[src/asi_pkg.sv]
/*
 * Constants and carrier types for the A/D and system instruction group
 * of a 4-bit core. Assumes a single clock domain and a 32-bit AXI4-Lite
 * register bus on the same clock.
 */
`default_nettype none
package asi_pkg;
	localparam int INSN_W = 10;
	localparam int HI_W   = 6;
	localparam int LO_W   = 4;
	typedef struct packed {
		logic [HI_W-1:0] hi;
		logic [LO_W-1:0] lo;
	} asi_insn_t;
	localparam logic [9:0] OP_LOAD_AB_FROM_CONVERSION      = 10'h279;
	localparam logic [9:0] OP_LOAD_ACC_FROM_RESULT_LOW     = 10'h249;
	localparam logic [9:0] OP_STORE_AB_TO_COMPARATOR       = 10'h239;
	localparam logic [9:0] OP_LOAD_ACC_FROM_CONVERTER_CTRL = 10'h244;
	localparam logic [9:0] OP_STORE_ACC_TO_CONVERTER_CTRL  = 10'h204;
	localparam logic [9:0] OP_CONVERSION_START             = 10'h29F;
	localparam logic [9:0] OP_SKIP_IF_CONVERSION_DONE      = 10'h287;
	localparam logic [9:0] OP_NO_OPERATION                 = 10'h000;
	localparam logic [9:0] OP_RAM_BACKUP_ENTER             = 10'h008;
	localparam logic [9:0] OP_POWERDOWN_ARM                = 10'h05B;
	localparam logic [9:0] OP_SKIP_IF_POWERDOWN_FLAG       = 10'h003;
	localparam logic [9:0] OP_WATCHDOG_DISABLE_ARM         = 10'h29C;
	localparam logic [9:0] OP_WATCHDOG_RESTART             = 10'h2A0;
	localparam logic [9:0] OP_SELECT_CERAMIC_OSC           = 10'h29A;
	localparam logic [9:0] OP_SELECT_RC_OSC                = 10'h29B;
	localparam logic [9:0] OP_LOAD_ACC_FROM_CLOCK_CTRL     = 10'h252;
	localparam logic [9:0] OP_STORE_ACC_TO_CLOCK_CTRL      = 10'h216;
	// Field positions
	localparam int COMPARATOR_MODE_BIT = 3;
	localparam int IRQ_SELECT_BIT      = 2;
	// Register map, byte addresses
	localparam logic [7:0] ADDR_CONTROL    = 8'h00;
	localparam logic [7:0] ADDR_IRQ_CTRL   = 8'h04;
	localparam logic [7:0] ADDR_STATUS     = 8'h08;
	localparam logic [7:0] ADDR_COMPARATOR = 8'h0C;
	localparam logic [7:0] ADDR_RESULT     = 8'h10;
	localparam int CTRL_CONV_LSB  = 0;
	localparam int CTRL_CLOCK_LSB = 4;
	localparam int ST_DONE   = 0;
	localparam int ST_WATCHDOG_FLAG_ONE   = 1;
	localparam int ST_PDF    = 2;
	localparam int ST_BACKUP = 3;
	localparam int ST_WDT_OFF = 4;
	localparam int ST_OSC_LSB = 5;
	// Reset values
	localparam logic [3:0] RST_NIBBLE = 4'h0;
	localparam logic [7:0] RST_BYTE   = 8'h00;
	localparam logic [1:0] RESP_OKAY   = 2'h0;
	localparam logic [1:0] RESP_SLVERR = 2'h2;
	typedef enum logic [1:0] {
		ASI_OSC_ONCHIP,
		ASI_OSC_CERAMIC,
		ASI_OSC_RC
	} asi_osc_t;
	// Write-back to the core registers, one pulse per instruction
	typedef struct packed {
		logic       acc_we;
		logic [3:0] acc;
		logic       b_we;
		logic [3:0] b;
		logic       skip;
		logic       pc_inc;
	} asi_wb_t;
endpackage
`default_nettype wire

[src/asi_core.sv]
/*
 * Execution unit for the A/D and system instruction group, plus an
 * AXI4-Lite slave for the converter, clock and interrupt-select state.
 * Assumes the core presents one decoded word per INSN_VALID pulse with its
 * A and B registers, and that converter and watchdog pulse their flag sets.
 */
// The AXI4-Lite register port and the register addresses are this design's own decisions.
`timescale 1ns/1ps
`default_nettype none
module asi_core #(
	parameter int RESULT_W = 10
) (
	// Clock, reset, enable
	input  wire logic                  SYS_CLK,
	input  wire logic                  ARST_N,
	input  wire logic                  CE,
	// Instruction from the core
	input  wire logic                  INSN_VALID,
	input  wire asi_pkg::asi_insn_t    INSN,
	input  wire logic [3:0]            ACC_IN,
	input  wire logic [3:0]            B_IN,
	output asi_pkg::asi_wb_t           WB,
	// Converter, watchdog, power-down
	input  wire logic [RESULT_W-1:0]   ADC_RESULT,
	input  wire logic                  CONV_DONE_SET,
	input  wire logic                  WATCHDOG_FLAG_ONE_SET,
	input  wire logic                  PD_FLAG,
	output logic                       CONV_START,
	output logic                       CMP_START,
	output logic                       BACKUP,
	output logic                       WDT_STOP,
	output logic [1:0]                 OSC_SEL,
	output logic                       ONCHIP_OSC_STOP,
	// AXI4-Lite slave
	input  wire logic [7:0]            AWADDR,
	input  wire logic                  AWVALID,
	output logic                       AWREADY,
	input  wire logic [31:0]           WDATA,
	input  wire logic [3:0]            WSTRB,
	input  wire logic                  WVALID,
	output logic                       WREADY,
	output logic [1:0]                 BRESP,
	output logic                       BVALID,
	input  wire logic                  BREADY,
	input  wire logic [7:0]            ARADDR,
	input  wire logic                  ARVALID,
	output logic                       ARREADY,
	output logic [31:0]                RDATA,
	output logic [1:0]                 RRESP,
	output logic                       RVALID,
	input  wire logic                  RREADY
);
	typedef enum logic {
		ASI_WR_COLLECT,
		ASI_WR_RESP
	} asi_wr_t;

	logic [3:0]  converter_control_reg;
	logic [3:0]  clock_control_reg;
	logic [3:0]  interrupt_control_two;
	logic [7:0]  comparator_reg;
	logic        conversion_done_flag;
	logic        watchdog_flag_one;
	logic        backup_armed;
	logic        wdt_disable_armed;
	asi_pkg::asi_osc_t osc;
	asi_wr_t     wr_state;
	logic        aw_held;
	logic        w_held;
	logic [7:0]  aw_addr;
	logic [31:0] w_data;
	logic [3:0]  w_strb;

	logic [9:0]  op;
	logic        exec;
	logic        comparator_mode;
	logic        converter_irq_select_bit;
	logic        done_clr;
	logic        watchdog_flag_one_clr;
	logic        bus_wr;
	logic        next_done;
	logic        next_watchdog_flag_one;
	asi_pkg::asi_wb_t next_wb;

	// Backup freezes instruction execution; the bus stays live for debug
	assign op = INSN;
	assign exec = CE && INSN_VALID && !BACKUP;
	assign comparator_mode = converter_control_reg[asi_pkg::COMPARATOR_MODE_BIT];
	assign converter_irq_select_bit = interrupt_control_two[asi_pkg::IRQ_SELECT_BIT];
	assign ONCHIP_OSC_STOP = (osc != asi_pkg::ASI_OSC_ONCHIP);
	assign OSC_SEL = osc;

	// Decode: write-back to A and B, skip, and the flag clears
	always_comb begin
		next_wb = '0;
		next_wb.pc_inc = exec;
		done_clr = 1'b0;
		watchdog_flag_one_clr = 1'b0;
		if (exec) begin
			case (op)
				asi_pkg::OP_LOAD_AB_FROM_CONVERSION: begin
					next_wb.acc_we = 1'b1;
					next_wb.b_we = 1'b1;
					if (comparator_mode) begin
						next_wb.b = comparator_reg[7:4];
						next_wb.acc = comparator_reg[3:0];
					end else begin
						next_wb.b = ADC_RESULT[9:6];
						next_wb.acc = ADC_RESULT[5:2];
					end
				end
				asi_pkg::OP_LOAD_ACC_FROM_RESULT_LOW: begin
					next_wb.acc_we = 1'b1;
					next_wb.acc = {ADC_RESULT[1:0], 2'h0};
				end
				asi_pkg::OP_LOAD_ACC_FROM_CONVERTER_CTRL: begin
					next_wb.acc_we = 1'b1;
					next_wb.acc = converter_control_reg;
				end
				asi_pkg::OP_LOAD_ACC_FROM_CLOCK_CTRL: begin
					next_wb.acc_we = 1'b1;
					next_wb.acc = clock_control_reg;
				end
				asi_pkg::OP_CONVERSION_START: begin
					done_clr = 1'b1;
				end
				asi_pkg::OP_SKIP_IF_CONVERSION_DONE: begin
					if (!converter_irq_select_bit && conversion_done_flag) begin
						next_wb.skip = 1'b1;
						done_clr = 1'b1;
					end
				end
				asi_pkg::OP_SKIP_IF_POWERDOWN_FLAG: begin
					next_wb.skip = PD_FLAG;
				end
				asi_pkg::OP_WATCHDOG_RESTART: begin
					if (watchdog_flag_one) begin
						next_wb.skip = 1'b1;
						watchdog_flag_one_clr = 1'b1;
					end
				end
				default: begin
				end
			endcase
		end
	end

	// A set arriving with a clear wins, so no completion is lost
	assign next_done = CONV_DONE_SET || (conversion_done_flag && !done_clr);
	assign next_watchdog_flag_one = WATCHDOG_FLAG_ONE_SET || (watchdog_flag_one && !watchdog_flag_one_clr);

	always_ff @(posedge SYS_CLK or negedge ARST_N) begin
		if (!ARST_N) begin
			WB <= '0;
		end else if (CE) begin
			WB <= next_wb;
		end
	end

	always_ff @(posedge SYS_CLK or negedge ARST_N) begin
		if (!ARST_N) begin
			conversion_done_flag <= 1'b0;
			watchdog_flag_one <= 1'b0;
		end else if (CE) begin
			conversion_done_flag <= next_done;
			watchdog_flag_one <= next_watchdog_flag_one;
		end
	end

	always_ff @(posedge SYS_CLK or negedge ARST_N) begin
		if (!ARST_N) begin
			CONV_START <= 1'b0;
			CMP_START <= 1'b0;
		end else if (CE) begin
			CONV_START <= exec && op == asi_pkg::OP_CONVERSION_START && !comparator_mode;
			CMP_START <= exec && op == asi_pkg::OP_CONVERSION_START && comparator_mode;
		end
	end

	// Arming lasts exactly one instruction, whatever that instruction is
	always_ff @(posedge SYS_CLK or negedge ARST_N) begin
		if (!ARST_N) begin
			backup_armed <= 1'b0;
			wdt_disable_armed <= 1'b0;
			BACKUP <= 1'b0;
			WDT_STOP <= 1'b0;
		end else if (CE && exec) begin
			backup_armed <= (op == asi_pkg::OP_POWERDOWN_ARM);
			wdt_disable_armed <= (op == asi_pkg::OP_WATCHDOG_DISABLE_ARM);
			if (op == asi_pkg::OP_RAM_BACKUP_ENTER && backup_armed) begin
				BACKUP <= 1'b1;
			end
			if (op == asi_pkg::OP_WATCHDOG_RESTART && wdt_disable_armed) begin
				WDT_STOP <= 1'b1;
			end
		end
	end

	always_ff @(posedge SYS_CLK or negedge ARST_N) begin
		if (!ARST_N) begin
			osc <= asi_pkg::ASI_OSC_ONCHIP;
		end else if (CE && exec) begin
			if (op == asi_pkg::OP_SELECT_CERAMIC_OSC) begin
				osc <= asi_pkg::ASI_OSC_CERAMIC;
			end else if (op == asi_pkg::OP_SELECT_RC_OSC) begin
				osc <= asi_pkg::ASI_OSC_RC;
			end
		end
	end

	// Software registers; an instruction in the same cycle takes precedence
	assign bus_wr = CE && wr_state == ASI_WR_COLLECT && aw_held && w_held;

	always_ff @(posedge SYS_CLK or negedge ARST_N) begin
		if (!ARST_N) begin
			converter_control_reg <= asi_pkg::RST_NIBBLE;
			clock_control_reg <= asi_pkg::RST_NIBBLE;
			interrupt_control_two <= asi_pkg::RST_NIBBLE;
			comparator_reg <= asi_pkg::RST_BYTE;
		end else if (CE) begin
			if (bus_wr && w_strb[0]) begin
				case (aw_addr)
					asi_pkg::ADDR_CONTROL: begin
						converter_control_reg <= w_data[asi_pkg::CTRL_CONV_LSB +: 4];
						clock_control_reg <= w_data[asi_pkg::CTRL_CLOCK_LSB +: 4];
					end
					asi_pkg::ADDR_IRQ_CTRL: begin
						interrupt_control_two <= w_data[3:0];
					end
					asi_pkg::ADDR_COMPARATOR: begin
						comparator_reg <= w_data[7:0];
					end
					default: begin
					end
				endcase
			end
			if (exec) begin
				case (op)
					asi_pkg::OP_STORE_ACC_TO_CONVERTER_CTRL: begin
						converter_control_reg <= ACC_IN;
					end
					asi_pkg::OP_STORE_ACC_TO_CLOCK_CTRL: begin
						clock_control_reg <= ACC_IN;
					end
					asi_pkg::OP_STORE_AB_TO_COMPARATOR: begin
						if (comparator_mode) begin
							comparator_reg <= {B_IN, ACC_IN};
						end
					end
					default: begin
					end
				endcase
			end
		end
	end

	// Write channel: address and data may come in either order
	assign AWREADY = CE && wr_state == ASI_WR_COLLECT && !aw_held;
	assign WREADY = CE && wr_state == ASI_WR_COLLECT && !w_held;

	always_ff @(posedge SYS_CLK or negedge ARST_N) begin
		if (!ARST_N) begin
			wr_state <= ASI_WR_COLLECT;
			aw_held <= 1'b0;
			w_held <= 1'b0;
			aw_addr <= asi_pkg::RST_BYTE;
			w_data <= '0;
			w_strb <= asi_pkg::RST_NIBBLE;
			BVALID <= 1'b0;
			BRESP <= asi_pkg::RESP_OKAY;
		end else if (CE) begin
			case (wr_state)
				ASI_WR_COLLECT: begin
					if (AWVALID && AWREADY) begin
						aw_held <= 1'b1;
						aw_addr <= AWADDR;
					end
					if (WVALID && WREADY) begin
						w_held <= 1'b1;
						w_data <= WDATA;
						w_strb <= WSTRB;
					end
					if (bus_wr) begin
						aw_held <= 1'b0;
						w_held <= 1'b0;
						BVALID <= 1'b1;
						BRESP <= (aw_addr == asi_pkg::ADDR_CONTROL
							|| aw_addr == asi_pkg::ADDR_IRQ_CTRL
							|| aw_addr == asi_pkg::ADDR_COMPARATOR)
							? asi_pkg::RESP_OKAY : asi_pkg::RESP_SLVERR;
						wr_state <= ASI_WR_RESP;
					end
				end
				ASI_WR_RESP: begin
					if (BREADY) begin
						BVALID <= 1'b0;
						wr_state <= ASI_WR_COLLECT;
					end
				end
				default: begin
					wr_state <= ASI_WR_COLLECT;
				end
			endcase
		end
	end

	// Read channel: one read at a time, data registered
	assign ARREADY = CE && !RVALID;

	always_ff @(posedge SYS_CLK or negedge ARST_N) begin
		if (!ARST_N) begin
			RVALID <= 1'b0;
			RDATA <= '0;
			RRESP <= asi_pkg::RESP_OKAY;
		end else if (CE) begin
			if (ARVALID && ARREADY) begin
				RVALID <= 1'b1;
				RDATA <= '0;
				RRESP <= asi_pkg::RESP_OKAY;
				case (ARADDR)
					asi_pkg::ADDR_CONTROL: begin
						RDATA[asi_pkg::CTRL_CONV_LSB +: 4] <= converter_control_reg;
						RDATA[asi_pkg::CTRL_CLOCK_LSB +: 4] <= clock_control_reg;
					end
					asi_pkg::ADDR_IRQ_CTRL: begin
						RDATA[3:0] <= interrupt_control_two;
					end
					asi_pkg::ADDR_STATUS: begin
						RDATA[asi_pkg::ST_DONE] <= conversion_done_flag;
						RDATA[asi_pkg::ST_WATCHDOG_FLAG_ONE] <= watchdog_flag_one;
						RDATA[asi_pkg::ST_PDF] <= PD_FLAG;
						RDATA[asi_pkg::ST_BACKUP] <= BACKUP;
						RDATA[asi_pkg::ST_WDT_OFF] <= WDT_STOP;
						RDATA[asi_pkg::ST_OSC_LSB +: 2] <= osc;
					end
					asi_pkg::ADDR_COMPARATOR: begin
						RDATA[7:0] <= comparator_reg;
					end
					asi_pkg::ADDR_RESULT: begin
						RDATA[RESULT_W-1:0] <= ADC_RESULT;
					end
					default: begin
						RRESP <= asi_pkg::RESP_SLVERR;
					end
				endcase
			end else if (RVALID && RREADY) begin
				RVALID <= 1'b0;
			end
		end
	end
endmodule // asi_core
`default_nettype wire

[config.mk]
export PLATFORM = sky130hd
export DESIGN_NAME = asi_core
export DESIGN_NICKNAME = d
export VERILOG_FILES = /design/src/asi_pkg.sv /design/src/asi_core.sv
export SDC_FILE = /design/constraint.sdc
export NUM_CORES = 1
export LEC_CHECK = 0
export ABC_CLOCK_PERIOD_IN_PS = 3500
export BUFFER_PORTS_ARGS = -buffer_cell sky130_fd_sc_hd__buf_2
export CORE_MARGIN = 5
export CORE_UTILIZATION = 50
export DETAILED_ROUTE_END_ITERATION = 7
export PLACE_DENSITY = 0.9
export SETUP_SLACK_MARGIN = 0.1
export SKIP_LAST_GASP = 1
export SLEW_MARGIN = 20
export SYNTH_ARGS = -nofsm -noshare
export SYNTH_HDL_FRONTEND = slang
export SYNTH_SLANG_ARGS = --single-unit
export TNS_END_PERCENT = 100
[constraint.sdc]
create_clock -name SYS_CLK -period 3.5 [get_ports SYS_CLK]
set_clock_uncertainty 0.2 [all_clocks]
set_input_delay 0.875 -clock SYS_CLK [delete_from_list [all_inputs] [get_ports SYS_CLK]]
set_output_delay 0.875 -clock SYS_CLK [all_outputs]
set_load 0.01 [all_outputs]
======== Word level (Yosys, flattened, before mapping) ========
Cells that the tools add are included.
storage, ports and cells
  bits in registers ....................... 78
  input bits .............................. 92
  output and inout port bits .............. 60
  word-level logic and storage cells ...... 154
cells by class
  equal/unequal tests ..................... 24
  mux-type cells .......................... 45
  bitwise gates (word level) .............. 1
  reductions and logical operators ........ 54
operators with widths
  cell                  number
  $eq 10x10->1 const B  13
  $mux 4                10
  $mux 8                5
  $eq 8x4->1 const B    3
  $logic_and 1x1->1     22
  $reduce_and 3->1      7
  $pmux 4 s5            1
  $pmux 5 s4            1
  $eq 8x3->1 const B    2
  $logic_not 8->1       2
  $mux 1                15
  $pmux 3 s4            1
  $mux 11               1
  $eq 10x2->1 const B   1
  $eq 10x4->1 const B   1
  $eq 10x7->1 const B   1
  $mux 2                5
  $reduce_and 2->1      5
  $reduce_bool 2->1     5
  $eq 8x5->1 const B    1
  $logic_not 1->1       8
  $pmux 1 s2            3
  $pmux 1 s3            2
  $mux 5                1
  4 further kinds       8

======== Depth between registers and ports, before layout ========
  depth after elaboration ................. 9
  depth in mapped cells ................... 6
  gate-level depth less buffers ........... 4

======== Worst setup path after synthesis ========
Ideal clock, no wire load.
  path type ............................... in2reg
  start ................................... input port CE
  end ..................................... register converter_control_reg[0]
  setup time .............................. 0.128 ns
  data arrival time ....................... 2.404 ns
  data required time ...................... 3.172 ns
  slack ................................... 0.768 ns
  stages .................................. 5
  buffers on the path ..................... 1
  cells stage by stage .................... buf_2 > nand4b_2 > nor4_4 > mux2_1 > mux2_1
between the ends
  cells in the longest elaborated chain, start to end .. 7
  elaborated cells between the ends (all ways) .. 9
  those cells by class .................... mux (3); reduce/logical (6)
RTL lines
  item                             RTL line         text
  start, declared                  asi_core.sv:16   input wire logic CE,
  $logic_and 1x1->1 (3 in series)  asi_core.sv:212  assign bus_wr = CE && wr_state == ASI_WR_COLLECT && aw_held && w_held;
  $logic_and 1x1->1                asi_core.sv:221  if (bus_wr && w_strb[0]) begin
  $mux 4                           asi_core.sv:221
  $mux 4                           asi_core.sv:238  case (op)
  $mux 4                           asi_core.sv:237  if (exec) begin
  end signal, assigned             asi_core.sv:216  converter_control_reg <= asi_pkg::RST_NIBBLE;
  end signal, assigned             asi_core.sv:224  converter_control_reg <= w_data[asi_pkg::CTRL_CONV_LSB +: 4];
  end, declared                    asi_core.sv:58   logic [3:0] converter_control_reg;
Several ways; a longest one is shown, not always the timed one.
A chain may end at the register's enable or synchronous reset.

======== Worst setup path after layout ========
  start ................................... input port CE
  end ..................................... register converter_control_reg[3]
Same word-level chain as after synthesis.

==> results.sh <==
export IMPL_place_ws_ns=0.423
export IMPL_cpMostUsedCell="buf_4"
export IMPL_hp_class="flop to flop"
export IMPL_synth_area_um2=4170
export IMPL_htreeDepth=3
export IMPL_syn_to_final_growth_pct=18.0
export IMPL_diodes=0
export IMPL_synthFlopType="dfrtp_1"
export IMPL_setup_violations=0
export IMPL_relSlewSlack_pct=55.2
export IMPL_synth_seq_cells=76
export IMPL_num_io_pins=152
export IMPL_path_cells="buf_2 > buf_4 > nand3b_1 > nor4bb_1 > buf_4 > nand2_1 > mux2_1"
export IMPL_crit_path_max_fanout=22
export IMPL_hold_viol=0
export IMPL_clockBufferDepth=2
export IMPL_clkSinkCount=76
export IMPL_final_nets=590
export IMPL_cts_tree="yes"
export IMPL_cellPowerDensity_nw_per_um2=512
export IMPL_final_cells=608
export IMPL_crit_family="simple AND/OR/NAND/NOR gates"
export IMPL_grt_pass1_vias=3360
export IMPL_fill_cells=709
export IMPL_core_area_um2=8180
export IMPL_synth_cell_types=54
export IMPL_drt_iter0_markers=208
export IMPL_grt_overflow_total=0
export IMPL_place_gp_congestion=0.934
export IMPL_grt_pass1_wl_um=16800
export IMPL_row_count=33
export IMPL_fin_tns_setup_ns=0
export IMPL_grt_util_all_layers_pct=21.1
export IMPL_largestRegisters="WB: 12 flops, RDATA: 10 flops"
export IMPL_post_cts_buffers=0
export IMPL_mostFrequentLayoutCell="buf_2"
export IMPL_start_kind="input pin"
export IMPL_setup_ws_ns=0.746
export IMPL_top_register="WB"
export IMPL_root_buffer="clkbuf_8"
export IMPL_status="completed"
export IMPL_syn_inst=401
export IMPL_chipHeight_um=101
export IMPL_drtAntennaViolNets=0
export IMPL_synth_seq_area_share_pct=45.6
export IMPL_rsz0062_at_grt="false"
export IMPL_drive_gt1_share_pct=30.6
export IMPL_cp_end_kind="flop"
export IMPL_die_area_um2=10300
export IMPL_wl_per_cell_um=17.4
export IMPL_dr_pass1_iters=6
export IMPL_cp_slowest_cell="nor4bb_1"
export IMPL_die_width_um=101
export IMPL_ys_warn_count=0
export IMPL_dpl_hpwl_um=8230
export IMPL_fin_util_pct=60.1
export IMPL_largest_reg_flops=12
export IMPL_vias=3466
export IMPL_avgSynthCellArea_um2=10.4
export IMPL_critical_path_class="input pin to flop"
export IMPL_portBuffers=100
export IMPL_crit_path_max_incr_delay_ns=0.38
export IMPL_worstMarginPinSlew_ns=0.671
export IMPL_synthArstFlopShare_pct=100
export IMPL_reg2reg_slack_ns=0.82
export IMPL_fin_crit_sh_pct=78.7
export IMPL_p_leak_uw=0.00234
export IMPL_drc=0
export IMPL_hold_ws_ns=0.279
export IMPL_dpl_cell_count=592
export IMPL_numCtsBuffers=9
export IMPL_vias_per_cell=5.70
export IMPL_synth_edf_count=0
export IMPL_antenna_found_initial=0
export IMPL_clk_pin_slew_ns=0.08
export IMPL_slew_violations=0
export IMPL_cp_num_buf_inv=3
export IMPL_drv_cap=0
export IMPL_period_needed_ns=2.75
export IMPL_layout_common_cells="100 x buf_2, 76 x dfrtp_1, 44 x nand2_1"
export IMPL_post_cts_resized=0
export IMPL_cp_data_arrival_time_ns=2.79
export IMPL_clock_latency_ns=0.35
export IMPL_worstPathRequired_ns=3.53
export IMPL_fmax_mhz=363
export IMPL_initial_core_util_pct=51.0
export IMPL_wl_um=10600
export IMPL_cts_hold_repair_buffers=0
export IMPL_grt_max_degree=49
export IMPL_ir_worst_vdd_v=0.000343
Yosys cell counts (10+ instances only):
| cell type | instances | area share [%] |
|---|---|---|
| dfrtp_1 | 76 | 46 |
| nand2_1 | 44 | 4.0 |
| buf_4 | 24 | 4.3 |
| inv_1 | 18 | 1.6 |
| mux2_2 | 18 | 4.9 |
| o21ai_0 | 17 | 2.0 |
| mux2_1 | 16 | 4.3 |
| mux2i_1 | 15 | 3.6 |
| a22oi_1 | 13 | 2.3 |
| nor2_1 | 12 | 1.1 |
| clkbuf_1 | 10 | 0.90 |
| nor2b_1 | 10 | 1.5 |
| o22ai_1 | 10 | 1.5 |
report_power, final:
| part | internal, uW | leakage [uW] | switching [uW] |
|---|---|---|---|
| Combinational | 270 | 0.00124 | 250 |
| Clock | 441 | 0.000112 | 335 |
| Sequential | 1040 | 0.000990 | 177 |
| Total | 1760 | 0.00234 | 762 |
area by class of cell:
cell class	count	area, um^2	area share, %
Clock buffer	11	151	3.08
Clock inverter	5	83.8	1.71
Inverter	18	67.6	1.37
Timing Repair Buffer	105	551	11.2
Tap cell	105	131	2.67
Sequential cell	76	1900	38.7
Multi-Input combinational cell	288	2030	41.3
worst paths after layout:
path | from | endpoint | cells past startpoint
min | BVALID | BVALID | 2
max reg2reg | aw_addr[1] | clock_control_reg[3] | 4
min in group asynchronous | ARST_N | RDATA[6] | 1
max in group asynchronous | ARST_N | w_data[3] | 2
min reg2reg | BVALID | BVALID | 2
max | CE | converter_control_reg[3] | 7
logic make-up (layout without fill, tap and decap cells):
kind of cell,count (synthesis),after routing,synth area share (%)
AND/OR/NAND/NOR,133,133,18.3
flip-flops,76,76,45.6
multiplexers,55,55,15.3
buffers and inverters,60,139,7.75
AO/OA/AOI/OAI,76,76,12.9
other,1,24,0.0900
routing by layer:
layer  wire [um]  track usage (%)  vias up
met1        4400             27.7     1680
met3         777             3.99       17
met5           0                0        -
li1            -                -     1618
met4         174             7.46        0
met2        5240             35.0      151
stage by stage:
| stage | area (um^2) | total power, uW |
|---|---|---|
| floorplan | 4250 | 1580 |
| global placement | 4680 | 1720 |
| detailed placement | 4680 | 1760 |
| CTS | 4920 | 2530 |
| global route | 4920 | 2650 |
| finish | 4920 | 2520 |
tightest hold or removal path: cells and delay by family (launching register included):
kind	cells	cell delay, ns
simple gates	2	0.11
flops	1	0.34
No activity file was read; power rests on OpenSTA's default activity.
